<file path="src/logic/swcd_map.svh">
/*
  constants of the sweep command decoder: control word fields, codes,
  reset values. assumes inclusion by the package and the design files.
*/
`ifndef SWCD_MAP_SVH
`define SWCD_MAP_SVH
`define SWCD_CTRL_RESET    16'ha000
`define SWCD_CMD_MSB       15
`define SWCD_CMD_LSB       12
`define SWCD_RANGE_MSB     10
`define SWCD_RANGE_LSB     9
`define SWCD_GAIN_BIT      8
`define SWCD_RESET_BIT     4
`define SWCD_CMD_NOP       4'h0
`define SWCD_CMD_INIT      4'h1
`define SWCD_CMD_START     4'h2
`define SWCD_CMD_INCR      4'h3
`define SWCD_CMD_REPEAT    4'h4
`define SWCD_CMD_PDOWN     4'ha
`define SWCD_CMD_STBY      4'hb
`define SWCD_MULT_X1       2'h0
`define SWCD_MULT_X2       2'h1
`define SWCD_MULT_X4       2'h3
`endif

</file>
<file path="src/logic/swcd_pkg.sv">
/*
  types of the sweep command decoder.
  assumes swcd_map.svh on the include path.
*/
`include "swcd_map.svh"
package swcd_pkg;
  typedef enum logic [1:0] {
    SWCD_PWR_DOWN   = 2'b00,
    SWCD_PWR_STBY   = 2'b01,
    SWCD_PWR_ACTIVE = 2'b10
  } swcd_pwr_t;

  typedef enum logic [2:0] {
    SWCD_ST_IDLE    = 3'b000,
    SWCD_ST_EXCITE  = 3'b001,
    SWCD_ST_SETTLE  = 3'b010,
    SWCD_ST_MEASURE = 3'b011,
    SWCD_ST_HOLD    = 3'b100
  } swcd_state_t;

  typedef struct packed {
    logic sweep_done;
    logic data_valid;
  } swcd_status_t;

  typedef struct packed {
    logic [1:0] mult;
    logic [8:0] cycles;
  } swcd_settle_t;
endpackage : swcd_pkg

</file>
<file path="src/logic/swcd_decoder.sv">
/*
  sweep command decoder: holds the 16-bit control word, decodes its top
  nibble into sweep and power commands, sequences settling and
  measurement, and keeps the status flags. assumes the serial register
  interface hands over complete control words as one-clock write
  strobes, and that start, step, point count and settling registers live
  beside this block, untouched by its reset command.
*/
// How it works
// - top four control bits pick nop, init, start, increment, repeat, power modes
// - init drives start frequency indefinitely, no measuring, until start sweep
// - start sweep waits programmed settling cycles before first conversion
// - increment steps frequency then waits settling cycles before converting
// - repeat re-measures current point without advancing frequency
// - after power-up block is in power-down, control word holds 0xa000
// - power-down ties excitation output and response input to ground
// - standby powers circuitry but keeps both pins grounded
// - reset aborts sweep, start, step and point count untouched
// - a control field selects excitation voltage range
// - a gain bit selects response gain of five or one
// - valid flag sets on point done, clears on start/increment/repeat commands and reset, not on init
// - sweep-complete flag sets after all increments, clears at reset
`timescale 1ns/1ps
`include "swcd_map.svh"
module swcd_decoder
  import swcd_pkg::*;
#(
  parameter int FREQ_W = 24,  // frequency word width
  parameter int PTS_W  = 9    // number of increments width
) (
  input  wire logic              core_clk,      // system clock
  input  wire logic              nrst,          // async reset, active low
  input  wire logic              ctrl_wr,       // control word write strobe
  input  wire logic [15:0]       ctrl_wdata,    // control word written
  input  wire logic [FREQ_W-1:0] start_freq,    // start frequency code
  input  wire logic [FREQ_W-1:0] freq_step,     // frequency increment code
  input  wire logic [PTS_W-1:0]  num_incr,      // number of increments
  input  wire swcd_settle_t      settle,        // settling cycles, mult
  input  wire logic              exc_tick,      // excitation period pulse
  input  wire logic              adc_done,      // conversion finished pulse
  output logic [15:0]            ctrl_rdata,    // control word readback
  output swcd_status_t           status,        // sweep done, data valid
  output logic [FREQ_W-1:0]      freq_word,     // frequency to generator
  output logic                   exc_enable,    // generator running
  output logic                   excitation_output_gnd, // output grounded
  output logic                   response_input_gnd,    // input grounded
  output logic                   analog_pwr_on, // analog circuitry powered
  output logic                   adc_start,     // conversion start pulse
  output logic [1:0]             exc_range,     // excitation range select
  output logic                   gain_x1        // 1: gain x1, 0: gain x5
);
  swcd_state_t       state_reg;
  swcd_state_t       state_next;
  swcd_pwr_t         pwr_reg;
  logic [PTS_W-1:0]  pts_reg;
  logic              settle_done;
  logic              settle_load;
  logic [3:0]        cmd;
  logic              rst_cmd;
  logic              do_init;
  logic              do_start;
  logic              do_incr;
  logic              do_rep;
  logic              meas_done;
  logic              last_point;

  // field pick shared by decode and command strobes
  function automatic logic is_cmd(input logic [3:0] c,
                                  input logic [3:0] code);
    return c == code;
  endfunction : is_cmd

  assign cmd      = ctrl_wdata[`SWCD_CMD_MSB:`SWCD_CMD_LSB];
  assign rst_cmd  = ctrl_wr && ctrl_wdata[`SWCD_RESET_BIT];
  assign do_init  = ctrl_wr && !rst_cmd && is_cmd(cmd, `SWCD_CMD_INIT);
  assign do_start = ctrl_wr && !rst_cmd && is_cmd(cmd, `SWCD_CMD_START);
  assign do_incr  = ctrl_wr && !rst_cmd && is_cmd(cmd, `SWCD_CMD_INCR);
  assign do_rep   = ctrl_wr && !rst_cmd && is_cmd(cmd, `SWCD_CMD_REPEAT);
  assign meas_done  = (state_reg == SWCD_ST_MEASURE) && adc_done;
  // point count saturates: increments past the end only re-measure
  assign last_point = pts_reg >= num_incr;

  // every settling wait goes through one counter
  assign settle_load = (state_next == SWCD_ST_SETTLE)
                       && (do_start || do_incr || do_rep);

  swcd_settle_cnt u_settle (
    .core_clk (core_clk),
    .nrst     (nrst),
    .load     (settle_load),
    .abort    (rst_cmd),
    .tick     (exc_tick),
    .settle   (settle),
    .done     (settle_done)
  );

  // sweep sequencer; start is honoured only from the excite and hold states, so a
  // host skipping init after a reset sees no sweep, though the part goes active
  always_comb begin
    state_next = state_reg;
    if (rst_cmd) begin
      state_next = SWCD_ST_IDLE;
    end else begin
      case (state_reg)
        SWCD_ST_IDLE: begin
          if (do_init) state_next = SWCD_ST_EXCITE;
        end
        SWCD_ST_EXCITE: begin
          if (do_start) state_next = SWCD_ST_SETTLE;
        end
        SWCD_ST_SETTLE: begin
          if (settle_done) state_next = SWCD_ST_MEASURE;
        end
        SWCD_ST_MEASURE: begin
          if (adc_done) state_next = SWCD_ST_HOLD;
        end
        SWCD_ST_HOLD: begin
          if (do_incr || do_rep) state_next = SWCD_ST_SETTLE;
          else if (do_start) state_next = SWCD_ST_SETTLE;
        end
        default: state_next = SWCD_ST_IDLE;
      endcase
      if (do_init) state_next = SWCD_ST_EXCITE;
      if (pwr_reg != SWCD_PWR_ACTIVE && !(do_init || do_start || do_incr
          || do_rep) && ctrl_wr && (is_cmd(cmd, `SWCD_CMD_PDOWN)
          || is_cmd(cmd, `SWCD_CMD_STBY)))
        state_next = SWCD_ST_IDLE;
    end
  end

  // state register
  always_ff @(posedge core_clk or negedge nrst) begin
    if (!nrst) state_reg <= SWCD_ST_IDLE;
    else       state_reg <= state_next;
  end

  // control word store; reset bit is a strobe and never reads back
  always_ff @(posedge core_clk or negedge nrst) begin
    if (!nrst) begin
      ctrl_rdata <= `SWCD_CTRL_RESET;
    end else if (ctrl_wr) begin
      ctrl_rdata <= ctrl_wdata & ~(16'h0001 << `SWCD_RESET_BIT);
    end
  end

  // power mode: sweep commands wake the part, pdown/stby codes park it,
  // nop codes touch nothing
  always_ff @(posedge core_clk or negedge nrst) begin
    if (!nrst) begin
      pwr_reg <= SWCD_PWR_DOWN;
    end else if (ctrl_wr && !rst_cmd) begin
      case (cmd)
        `SWCD_CMD_PDOWN: pwr_reg <= SWCD_PWR_DOWN;
        `SWCD_CMD_STBY:  pwr_reg <= SWCD_PWR_STBY;
        `SWCD_CMD_INIT, `SWCD_CMD_START,
        `SWCD_CMD_INCR, `SWCD_CMD_REPEAT: pwr_reg <= SWCD_PWR_ACTIVE;
        default: pwr_reg <= pwr_reg;
      endcase
    end
  end

  // frequency word and point count; repeat keeps both
  always_ff @(posedge core_clk or negedge nrst) begin
    if (!nrst) begin
      freq_word <= '0;
      pts_reg   <= '0;
    end else if (do_init) begin
      freq_word <= start_freq;
      pts_reg   <= '0;
    end else if (do_incr && state_reg == SWCD_ST_HOLD && !last_point) begin
      freq_word <= freq_word + freq_step;
      pts_reg   <= pts_reg + 1'b1;
    end
  end

  // status flags: a completing measurement beats a clearing command
  always_ff @(posedge core_clk or negedge nrst) begin
    if (!nrst) begin
      status <= '0;
    end else begin
      if (meas_done)
        status.data_valid <= 1'b1;
      else if (do_start || do_incr || do_rep || rst_cmd)
        status.data_valid <= 1'b0;
      if (meas_done && last_point)
        status.sweep_done <= 1'b1;
      else if (rst_cmd)
        status.sweep_done <= 1'b0;
    end
  end

  // conversion kick one clock after settling ends
  always_ff @(posedge core_clk or negedge nrst) begin
    if (!nrst) adc_start <= 1'b0;
    else       adc_start <= settle_done && !rst_cmd;
  end

  // analog pin control; grounding follows the mode register
  always_ff @(posedge core_clk or negedge nrst) begin
    if (!nrst) begin
      excitation_output_gnd <= 1'b1;
      response_input_gnd    <= 1'b1;
      analog_pwr_on         <= 1'b0;
      exc_enable            <= 1'b0;
      exc_range             <= 2'h0;
      gain_x1               <= 1'b0;
    end else begin
      excitation_output_gnd <= pwr_reg != SWCD_PWR_ACTIVE;
      response_input_gnd    <= pwr_reg != SWCD_PWR_ACTIVE;
      analog_pwr_on         <= pwr_reg != SWCD_PWR_DOWN;
      exc_enable            <= pwr_reg == SWCD_PWR_ACTIVE
                               && state_reg != SWCD_ST_IDLE;
      exc_range <= ctrl_rdata[`SWCD_RANGE_MSB:`SWCD_RANGE_LSB];
      gain_x1   <= ctrl_rdata[`SWCD_GAIN_BIT];
    end
  end
endmodule : swcd_decoder

</file>
<file path="src/logic/swcd_settle_cnt.sv">
/*
  settling counter: counts excitation cycle ticks up to cycles*mult,
  then pulses done for one clock. assumes tick is a one-clock pulse on
  core_clk, one per excitation period.
*/
`timescale 1ns/1ps
`include "swcd_map.svh"
module swcd_settle_cnt
  import swcd_pkg::*;
(
  input  wire logic         core_clk,  // system clock
  input  wire logic         nrst,      // async reset, active low
  input  wire logic         load,      // start a new settling wait
  input  wire logic         abort,     // drop a running wait
  input  wire logic         tick,      // one excitation period elapsed
  input  wire swcd_settle_t settle,    // programmed count and multiplier
  output logic              done       // one-clock pulse at end of wait
);
  logic [10:0] remain_reg;
  logic        run_reg;
  logic [10:0] target;

  // reserved multiplier code falls back to x1 rather than an odd scale
  always_comb begin
    case (settle.mult)
      `SWCD_MULT_X2: target = {1'b0, settle.cycles, 1'b0};
      `SWCD_MULT_X4: target = {settle.cycles, 2'b00};
      default:       target = {2'b00, settle.cycles};
    endcase
  end

  // count down ticks; a zero count finishes on the first tick
  always_ff @(posedge core_clk or negedge nrst) begin
    if (!nrst) begin
      remain_reg <= 11'h000;
      run_reg    <= 1'b0;
      done       <= 1'b0;
    end else begin
      done <= 1'b0;
      if (abort) begin
        run_reg <= 1'b0;
      end else if (load) begin
        remain_reg <= target;
        run_reg    <= 1'b1;
      end else if (run_reg && tick) begin
        if (remain_reg <= 11'h001) begin
          run_reg <= 1'b0;
          done    <= 1'b1;
        end else begin
          remain_reg <= remain_reg - 11'h001;
        end
      end
    end
  end
endmodule : swcd_settle_cnt

</file>
<file path="config.mk">
export PLATFORM = sky130hd
export DESIGN_NAME = swcd_decoder
export DESIGN_NICKNAME = d
export VERILOG_FILES = /design/src/logic/swcd_pkg.sv /design/src/logic/swcd_decoder.sv /design/src/logic/swcd_settle_cnt.sv
export VERILOG_INCLUDE_DIRS = /design/src /design/src/logic
export SDC_FILE = /design/constraint.sdc
export NUM_CORES = 1
export LEC_CHECK = 0
export BUFFER_PORTS_ARGS = -buffer_cell sky130_fd_sc_hd__buf_2
export CAP_MARGIN = 20
export CORE_MARGIN = 2
export CORE_UTILIZATION = 40
export DETAILED_ROUTE_END_ITERATION = 10
export GPL_ROUTABILITY_DRIVEN = 0
export PLACE_DENSITY = 0.66
export SYNTH_ARGS = -nofsm -noshare
export SYNTH_HDL_FRONTEND = slang
export SYNTH_SLANG_ARGS = --single-unit
</file>
<file path="constraint.sdc">
create_clock -name core_clk -period 2.4 [get_ports core_clk]
set_input_delay 0.12 -clock core_clk [delete_from_list [all_inputs] [get_ports core_clk]]
set_output_delay 0.12 -clock core_clk [all_outputs]
set_load 0.02 [all_outputs]
</file>
==> results of run 1 <==
layout make-up:
type	instances	area, um^2	share of cell area (%)
diodes	1	2.50	0.0358
clock inverters	6	71.3	1.02
clock buffers	10	239	3.42
flip-flops and latches	75	1880	26.9
multi-input cells	438	3230	46.1
inverters	24	90.1	1.29
well taps	168	210	3.01
repair buffers	203	1270	18.1
worst reg2reg max path, stage by stage, from the launching register on:
cell and delay [ns]:
dfrtp_2 0.43, ha_4 0.22, a211oi_2 0.22, o211ai_1 0.16, a311oi_2 0.30, buf_4 0.19, o2111ai_4 0.14, a41oi_2 0.23
xor2_1 0.16, nor2_1 0.07, xnor2_1 0.15, o21ai_1 0.07
worst paths after layout:
kind | end
worst max-delay path | freq_word[23]
worst min-delay path | ctrl_rdata[1]
worst max register to register | freq_word[23]
worst min register to register | exc_range[1]
max in group asynchronous | ctrl_rdata[13]
min in group asynchronous | freq_word[7]
timing repair:
action / in CTS / in global routing
resized for setup: 18 / 37
endpoints found under the setup margin: 19 / 36
buffers inserted: 4 / 9
hold buffers: 2 / 0
gates cloned: 0 / 2
pin swaps: 16 / 25
endpoints found under the hold margin: 34 / 0
power by group through the flow:
stage / registers, mW / logic, mW / clock network (mW)
finish: 1.51 / 1.82 / 1.41
detailed placement: 1.52 / 1.58 / 0
CTS: 1.51 / 1.67 / 1.44
global placement: 1.51 / 1.56 / 0
floorplan: 1.67 / 0.860 / 0
global route: 1.53 / 1.99 / 1.51
routing by layer:
layer	track usage, %	wire, um	up-vias	part of all wire, %
met3	2.88	764	29	5.4
met2	35.3	7010	141	49
met1	26.7	6080	2301	43
met4	8.57	335	0	2.4
li1	-	-	2396	-
met5	0	0	-	0
cell usage in the layout (no fill, tap or decap), types with 17 or more instances in the layout:
cell,instances
buf_2,136
nor2_1,75
dfrtp_1,69
buf_4,59
nand2_1,46
a21oi_1,32
ha_1,24
inv_1,23
o21ai_0,21
o21ai_1,19
mux2_2,17
per-stage QoR:
step	setup TNS, ns	worst slack [ns]	cells
2_1_floorplan	-0.0172	-0.0172	562
3_3_place_gp	-0.212	-0.0528	892
3_5_place_dp	-0.800	-0.121	892
4_1_cts	-0.0189	-0.0189	913
5_1_grt	-0.722	-0.226	924
6_report	-0.0535	-0.0535	925
kinds of logic after synthesis:
group / after synthesis
xor gates and xnor gates: 28
AOI/OAI and AO/OA: 153
muxes: 25
buffers and inverters: 50
other: 1
and+or+nand+nor: 194
adders and majority gates: 36
DFF: 75
==> flow_metrics.env, run 1 <==
export IMPL_die_x_um=116
export IMPL_post_drt_via_cell_ratio=5.26
export IMPL_max_stage_delay_ns=0.43
export IMPL_drcViolationCount=0
export IMPL_hold_viol_final=0
export IMPL_yosysMostFrequentCell="nor2_1"
export IMPL_synthFlopType="dfrtp_1"
export IMPL_wl_per_cell_um=15.3
export IMPL_timing_rr_start="freq_word[1]"
export IMPL_whs_ns=0.0194
export IMPL_clock_path_buffers=2
export IMPL_core_um2=12100
export IMPL_hp_class="primary input to flip-flop"
export IMPL_reg2regPathDepth=11
export IMPL_critPathKind="flip-flop to flip-flop"
export IMPL_critical_path_depth=11
export IMPL_status="finished, violations left"
export IMPL_start_util_pct=41.3
export IMPL_p_clk_share_pct=29.8
export IMPL_cp_max_fo=4
export IMPL_violations="negative setup slack"
export IMPL_final_util_pct=57.7
export IMPL_cts_num_sinks=75
export IMPL_synthCells=562
export IMPL_p_leak_nw=3.38
export IMPL_cts_htree_levels=3
export IMPL_synth_adder_area_share_pct=9.15
export IMPL_max_cap_violations=0
export IMPL_wirelength_mm=14.2
export IMPL_p_total_mw=4.74
export IMPL_critPathRequiredTime_ns=2.61
export IMPL_swShare_pct=34.6
export IMPL_ys_seq_elements=75
export IMPL_slowest_stage="dfrtp_2"
export IMPL_first_pass_iters=4
export IMPL_synth_xor_area_share_pct=4.90
export IMPL_crit_start="freq_word[1]"
export IMPL_internal_power_mw=3.10
export IMPL_worstMarginPinSlew_ns=0.513
export IMPL_synth_compound_area_share_pct=19.5
export IMPL_hold_depth=2
export IMPL_crit_family="compound AO/OA/AOI/OAI gates"
export IMPL_final_nets=876
export IMPL_port_buffers=137
export IMPL_synth_top_family_by_area="compound AO/OA/AOI/OAI gates"
export IMPL_synth_simple_area_share_pct=18.7
export IMPL_antenna_found_initial=1
export IMPL_placed_area_um2=6220
export IMPL_switching_power_mw=1.64
export IMPL_post_route_cell_area_um2=6990
export IMPL_syn_to_final_growth_pct=39.8
export IMPL_grt_pass1_vias=4776
export IMPL_grt_total_usage_pct=20.8
export IMPL_synthesis_nets=687
export IMPL_cp_start_kind="flip-flop"
export IMPL_seqPwrFrac_pct=31.9
export IMPL_synth_seq_area_share_pct=37.6
export IMPL_maxSlewHeadroom_pct=65.8
export IMPL_dieArea_um2=13400
export IMPL_clk_latency_ns=0.33
export IMPL_synth_common_cells="76 x nor2_1, 72 x dfrtp_1, 48 x nand2_1, 42 x a21oi_1, 35 x ha_1"
export IMPL_fillerInstances=1116
export IMPL_grt_overflow=0
export IMPL_critical_path_buf_inv_count=1
export IMPL_synth_distinct_cells=66
export IMPL_rsz0062_at_grt="yes"
export IMPL_grt_max_degree=42
export IMPL_slew_viol_final=0
export IMPL_comb_power_share_pct=38.3
export IMPL_min_from="ctrl_wdata[1]"
export IMPL_power_density_nw_per_um2=678
export IMPL_vias=4867
export IMPL_cp_end_kind="flip-flop"
export IMPL_rows=40
export IMPL_syn_area_um2=5000
export IMPL_finalClockSkew_ns=0.00822
export IMPL_die_y_um=116
export IMPL_first_iter_violations=214
export IMPL_ctsRootBufferMaster="clkbuf_16"
export IMPL_numCtsBuffers=9
export IMPL_synth_area_leaders="dfrtp_1 36%, ha_1 8.8%, nor2_1 5.7%, a21oi_1 4.2%, mux2_2 3.8%"
export IMPL_drive_gt1_share_pct=39.6
export IMPL_avgSynthCellArea_um2=8.90
export IMPL_finalCritPeriodShare_pct=102
export IMPL_synth_top_area_share_pct=36.0
export IMPL_antenna_left=0
export IMPL_peakVddDrop_mv=0.389
export IMPL_synth_edff_count=0
export IMPL_ys_async_sr_fraction_pct=100
export IMPL_finalCriticalPeriod_ns=2.45
export IMPL_synth_top_area_cell="dfrtp_1"
export IMPL_hpwlAfterDp_mm=10.1
export IMPL_reg2reg_slack_ns=-0.05
export IMPL_cts_tree="built"
export IMPL_setup_viol=1
export IMPL_ios=139
export IMPL_path_cells="ha_4 -> a211oi_2 -> o211ai_1 -> a311oi_2 -> buf_4 -> o2111ai_4 -> a41oi_2 -> xor2_1 -> nor2_1 -> xnor2_1 -> o21ai_1"
export IMPL_final_setup_worst_slack_ns=-0.0535
export IMPL_clkTransAtPathRegs_ns=0.06
export IMPL_max_freq_ghz=0.408
export IMPL_grt_pass1_wl_mm=22.2
export IMPL_ys_warn_count=0
export IMPL_synthMuxAreaShare_pct=5.43
export IMPL_arrival_ns=2.67
export IMPL_largest_reg_flops=24
(Power assumes the default switching activity.)
==> run 2: changes to the inputs <==
- PLACE_DENSITY: 0.66 -> unset
- clock period: 2.4 -> 2.6 ns (I/O delays scaled with it)
==> flow_metrics.env, run 2 (same netlist as run 1, synthesis figures left out) <==
export IMPL_status="finished, violations left"
export IMPL_violations="negative hold slack"
export IMPL_final_common_cell="buf_2"
export IMPL_hold_viol_final=41
export IMPL_ctsRootBufferMaster="clkbuf_16"
export IMPL_final_nets=835
export IMPL_hpwlAfterDp_mm=9.45
export IMPL_r2r_end="freq_word[23]"
export IMPL_drcViolationCount=0
export IMPL_clkTransAtPathRegs_ns=0.07
export IMPL_cts_num_sinks=75
export IMPL_cts_htree_levels=3
export IMPL_ios=139
export IMPL_hp_class="primary input to async pin"
export IMPL_hold_buffers=0
export IMPL_max_freq_ghz=0.407
export IMPL_finalClockSkew_ns=0.00685
export IMPL_slew_viol_final=0
export IMPL_cts_tree="built"
export IMPL_drive_gt1_share_pct=31.9
export IMPL_vias=4548
export IMPL_grt_overflow=0
export IMPL_critPathKind="flip-flop to flip-flop"
export IMPL_die_y_um=116
export IMPL_grt_pass1_vias=4455
export IMPL_final_cell_mix="136 x buf_2, 76 x nor2_1, 72 x dfrtp_1"
export IMPL_clk_latency_ns=0.33
export IMPL_finalCriticalPeriod_ns=2.46
export IMPL_core_um2=12100
export IMPL_cp_start_kind="flip-flop"
export IMPL_cp_end_kind="flip-flop"
export IMPL_grt_total_usage_pct=19.6
export IMPL_reg2reg_slack_ns=0.14
export IMPL_power_density_nw_per_um2=647
export IMPL_port_buffers=137
export IMPL_rsz0062_at_grt="yes"
export IMPL_dieArea_um2=13400
export IMPL_grt_pass1_wl_mm=21.1
export IMPL_critPathRequiredTime_ns=2.81
export IMPL_p_leak_nw=3.15
export IMPL_syn_to_final_growth_pct=27.7
export IMPL_post_drt_via_cell_ratio=5.15
export IMPL_clock_path_buffers=2
export IMPL_die_x_um=116
export IMPL_grt_max_degree=76
export IMPL_whs_ns=-0.0580
export IMPL_cp_max_fo=5
export IMPL_diodes=0
export IMPL_wl_per_cell_um=14.6
export IMPL_first_iter_violations=188
export IMPL_start_util_pct=41.3
export IMPL_finalCritPeriodShare_pct=94.5
export IMPL_largest_reg_flops=24
export IMPL_crit_path_end="freq_word[23]"
export IMPL_crit_start="freq_word[12]"
export IMPL_reg2regPathDepth=11
export IMPL_numCtsBuffers=9
export IMPL_antenna_left=0
export IMPL_worstMarginPinSlew_ns=0.990
export IMPL_setup_viol=0
export IMPL_peakVddDrop_mv=0.374
export IMPL_final_util_pct=52.7
export IMPL_arrival_ns=2.67
export IMPL_first_pass_iters=4
export IMPL_wirelength_mm=12.9
export IMPL_max_cap_violations=0
export IMPL_post_route_cell_area_um2=6390
export IMPL_rows=40
export IMPL_antenna_found_initial=0
export IMPL_maxSlewHeadroom_pct=34.0
export IMPL_timing_rr_start="freq_word[12]"
export IMPL_placed_area_um2=5930
run 2: through the flow:
step                power (mW)  std cells  setup slack [ns]  setup TNS [ns]
detailed placement        2.74        863           -0.0489         -0.0704
global route              4.40        883           -0.0333         -0.0468
global placement          2.73        863           0.00782               0
CTS                       4.09        881           0.00237               0
floorplan                 2.31        562             0.103               0
finish                    4.13        883             0.143               0
run 2: report_power, final:
group	total (mW)	switching, mW	internal [mW]	leakage [nW]
registers	1.39	0.102	1.29	0.959
logic	1.43	0.788	0.644	2.05
clock network	1.31	0.544	0.763	0.149
total	4.13	1.43	2.70	3.15
run 2: worst max-delay path: stages (launching register included):
cell       delay (ns)
dfrtp_1          0.41
ha_1             0.31
buf_4            0.15
and4_4           0.24
nand3_1          0.11
or2_1            0.27
o2111ai_2        0.23
a41oi_2          0.15
xor2_1           0.16
nor2_1           0.12
xnor2_1          0.13
o21ai_1          0.07
run 2: worst min path at each step:
stage / from / endpoint / depth (start not counted)
3_3_place_gp: start_freq[16] / freq_word[16] / 3
2_1_floorplan: nrst / adc_start / 0
3_5_place_dp: start_freq[1] / freq_word[1] / 3
4_1_cts: start_freq[1] / freq_word[1] / 3
6_report: nrst / freq_word[7] / 1
5_1_grt: ctrl_wdata[8] / ctrl_rdata[8] / 2
run 2: area by class of cell:
class | count | area, um^2
Clock buffer | 9 | 225
Clock inverter | 7 | 83.8
Fill cell | 1186 | 5720
Inverter | 24 | 90.1
Multi-Input combinational cell | 437 | 3020
Sequential cell | 75 | 1880
Tap cell | 168 | 210
Timing Repair Buffer | 163 | 883
run 2: timing repair:
| item | 4_1_cts | 5_1_grt |
|---|---|---|
| pin swaps | 2 | 12 |
| buffers inserted | 2 | 2 |
| gates resized for setup | 1 | 25 |
| setup endpoints to repair | 3 | 26 |
run 2: routing by layer:
metal  global-route usage, %  wire length (um)  vias up
met4                    5.63               183        0
met1                    25.5              5960     2134
met5                       0                 0        -
met3                    3.03               411       10
li1                        -                 -     2308
met2                    33.9              6310       96
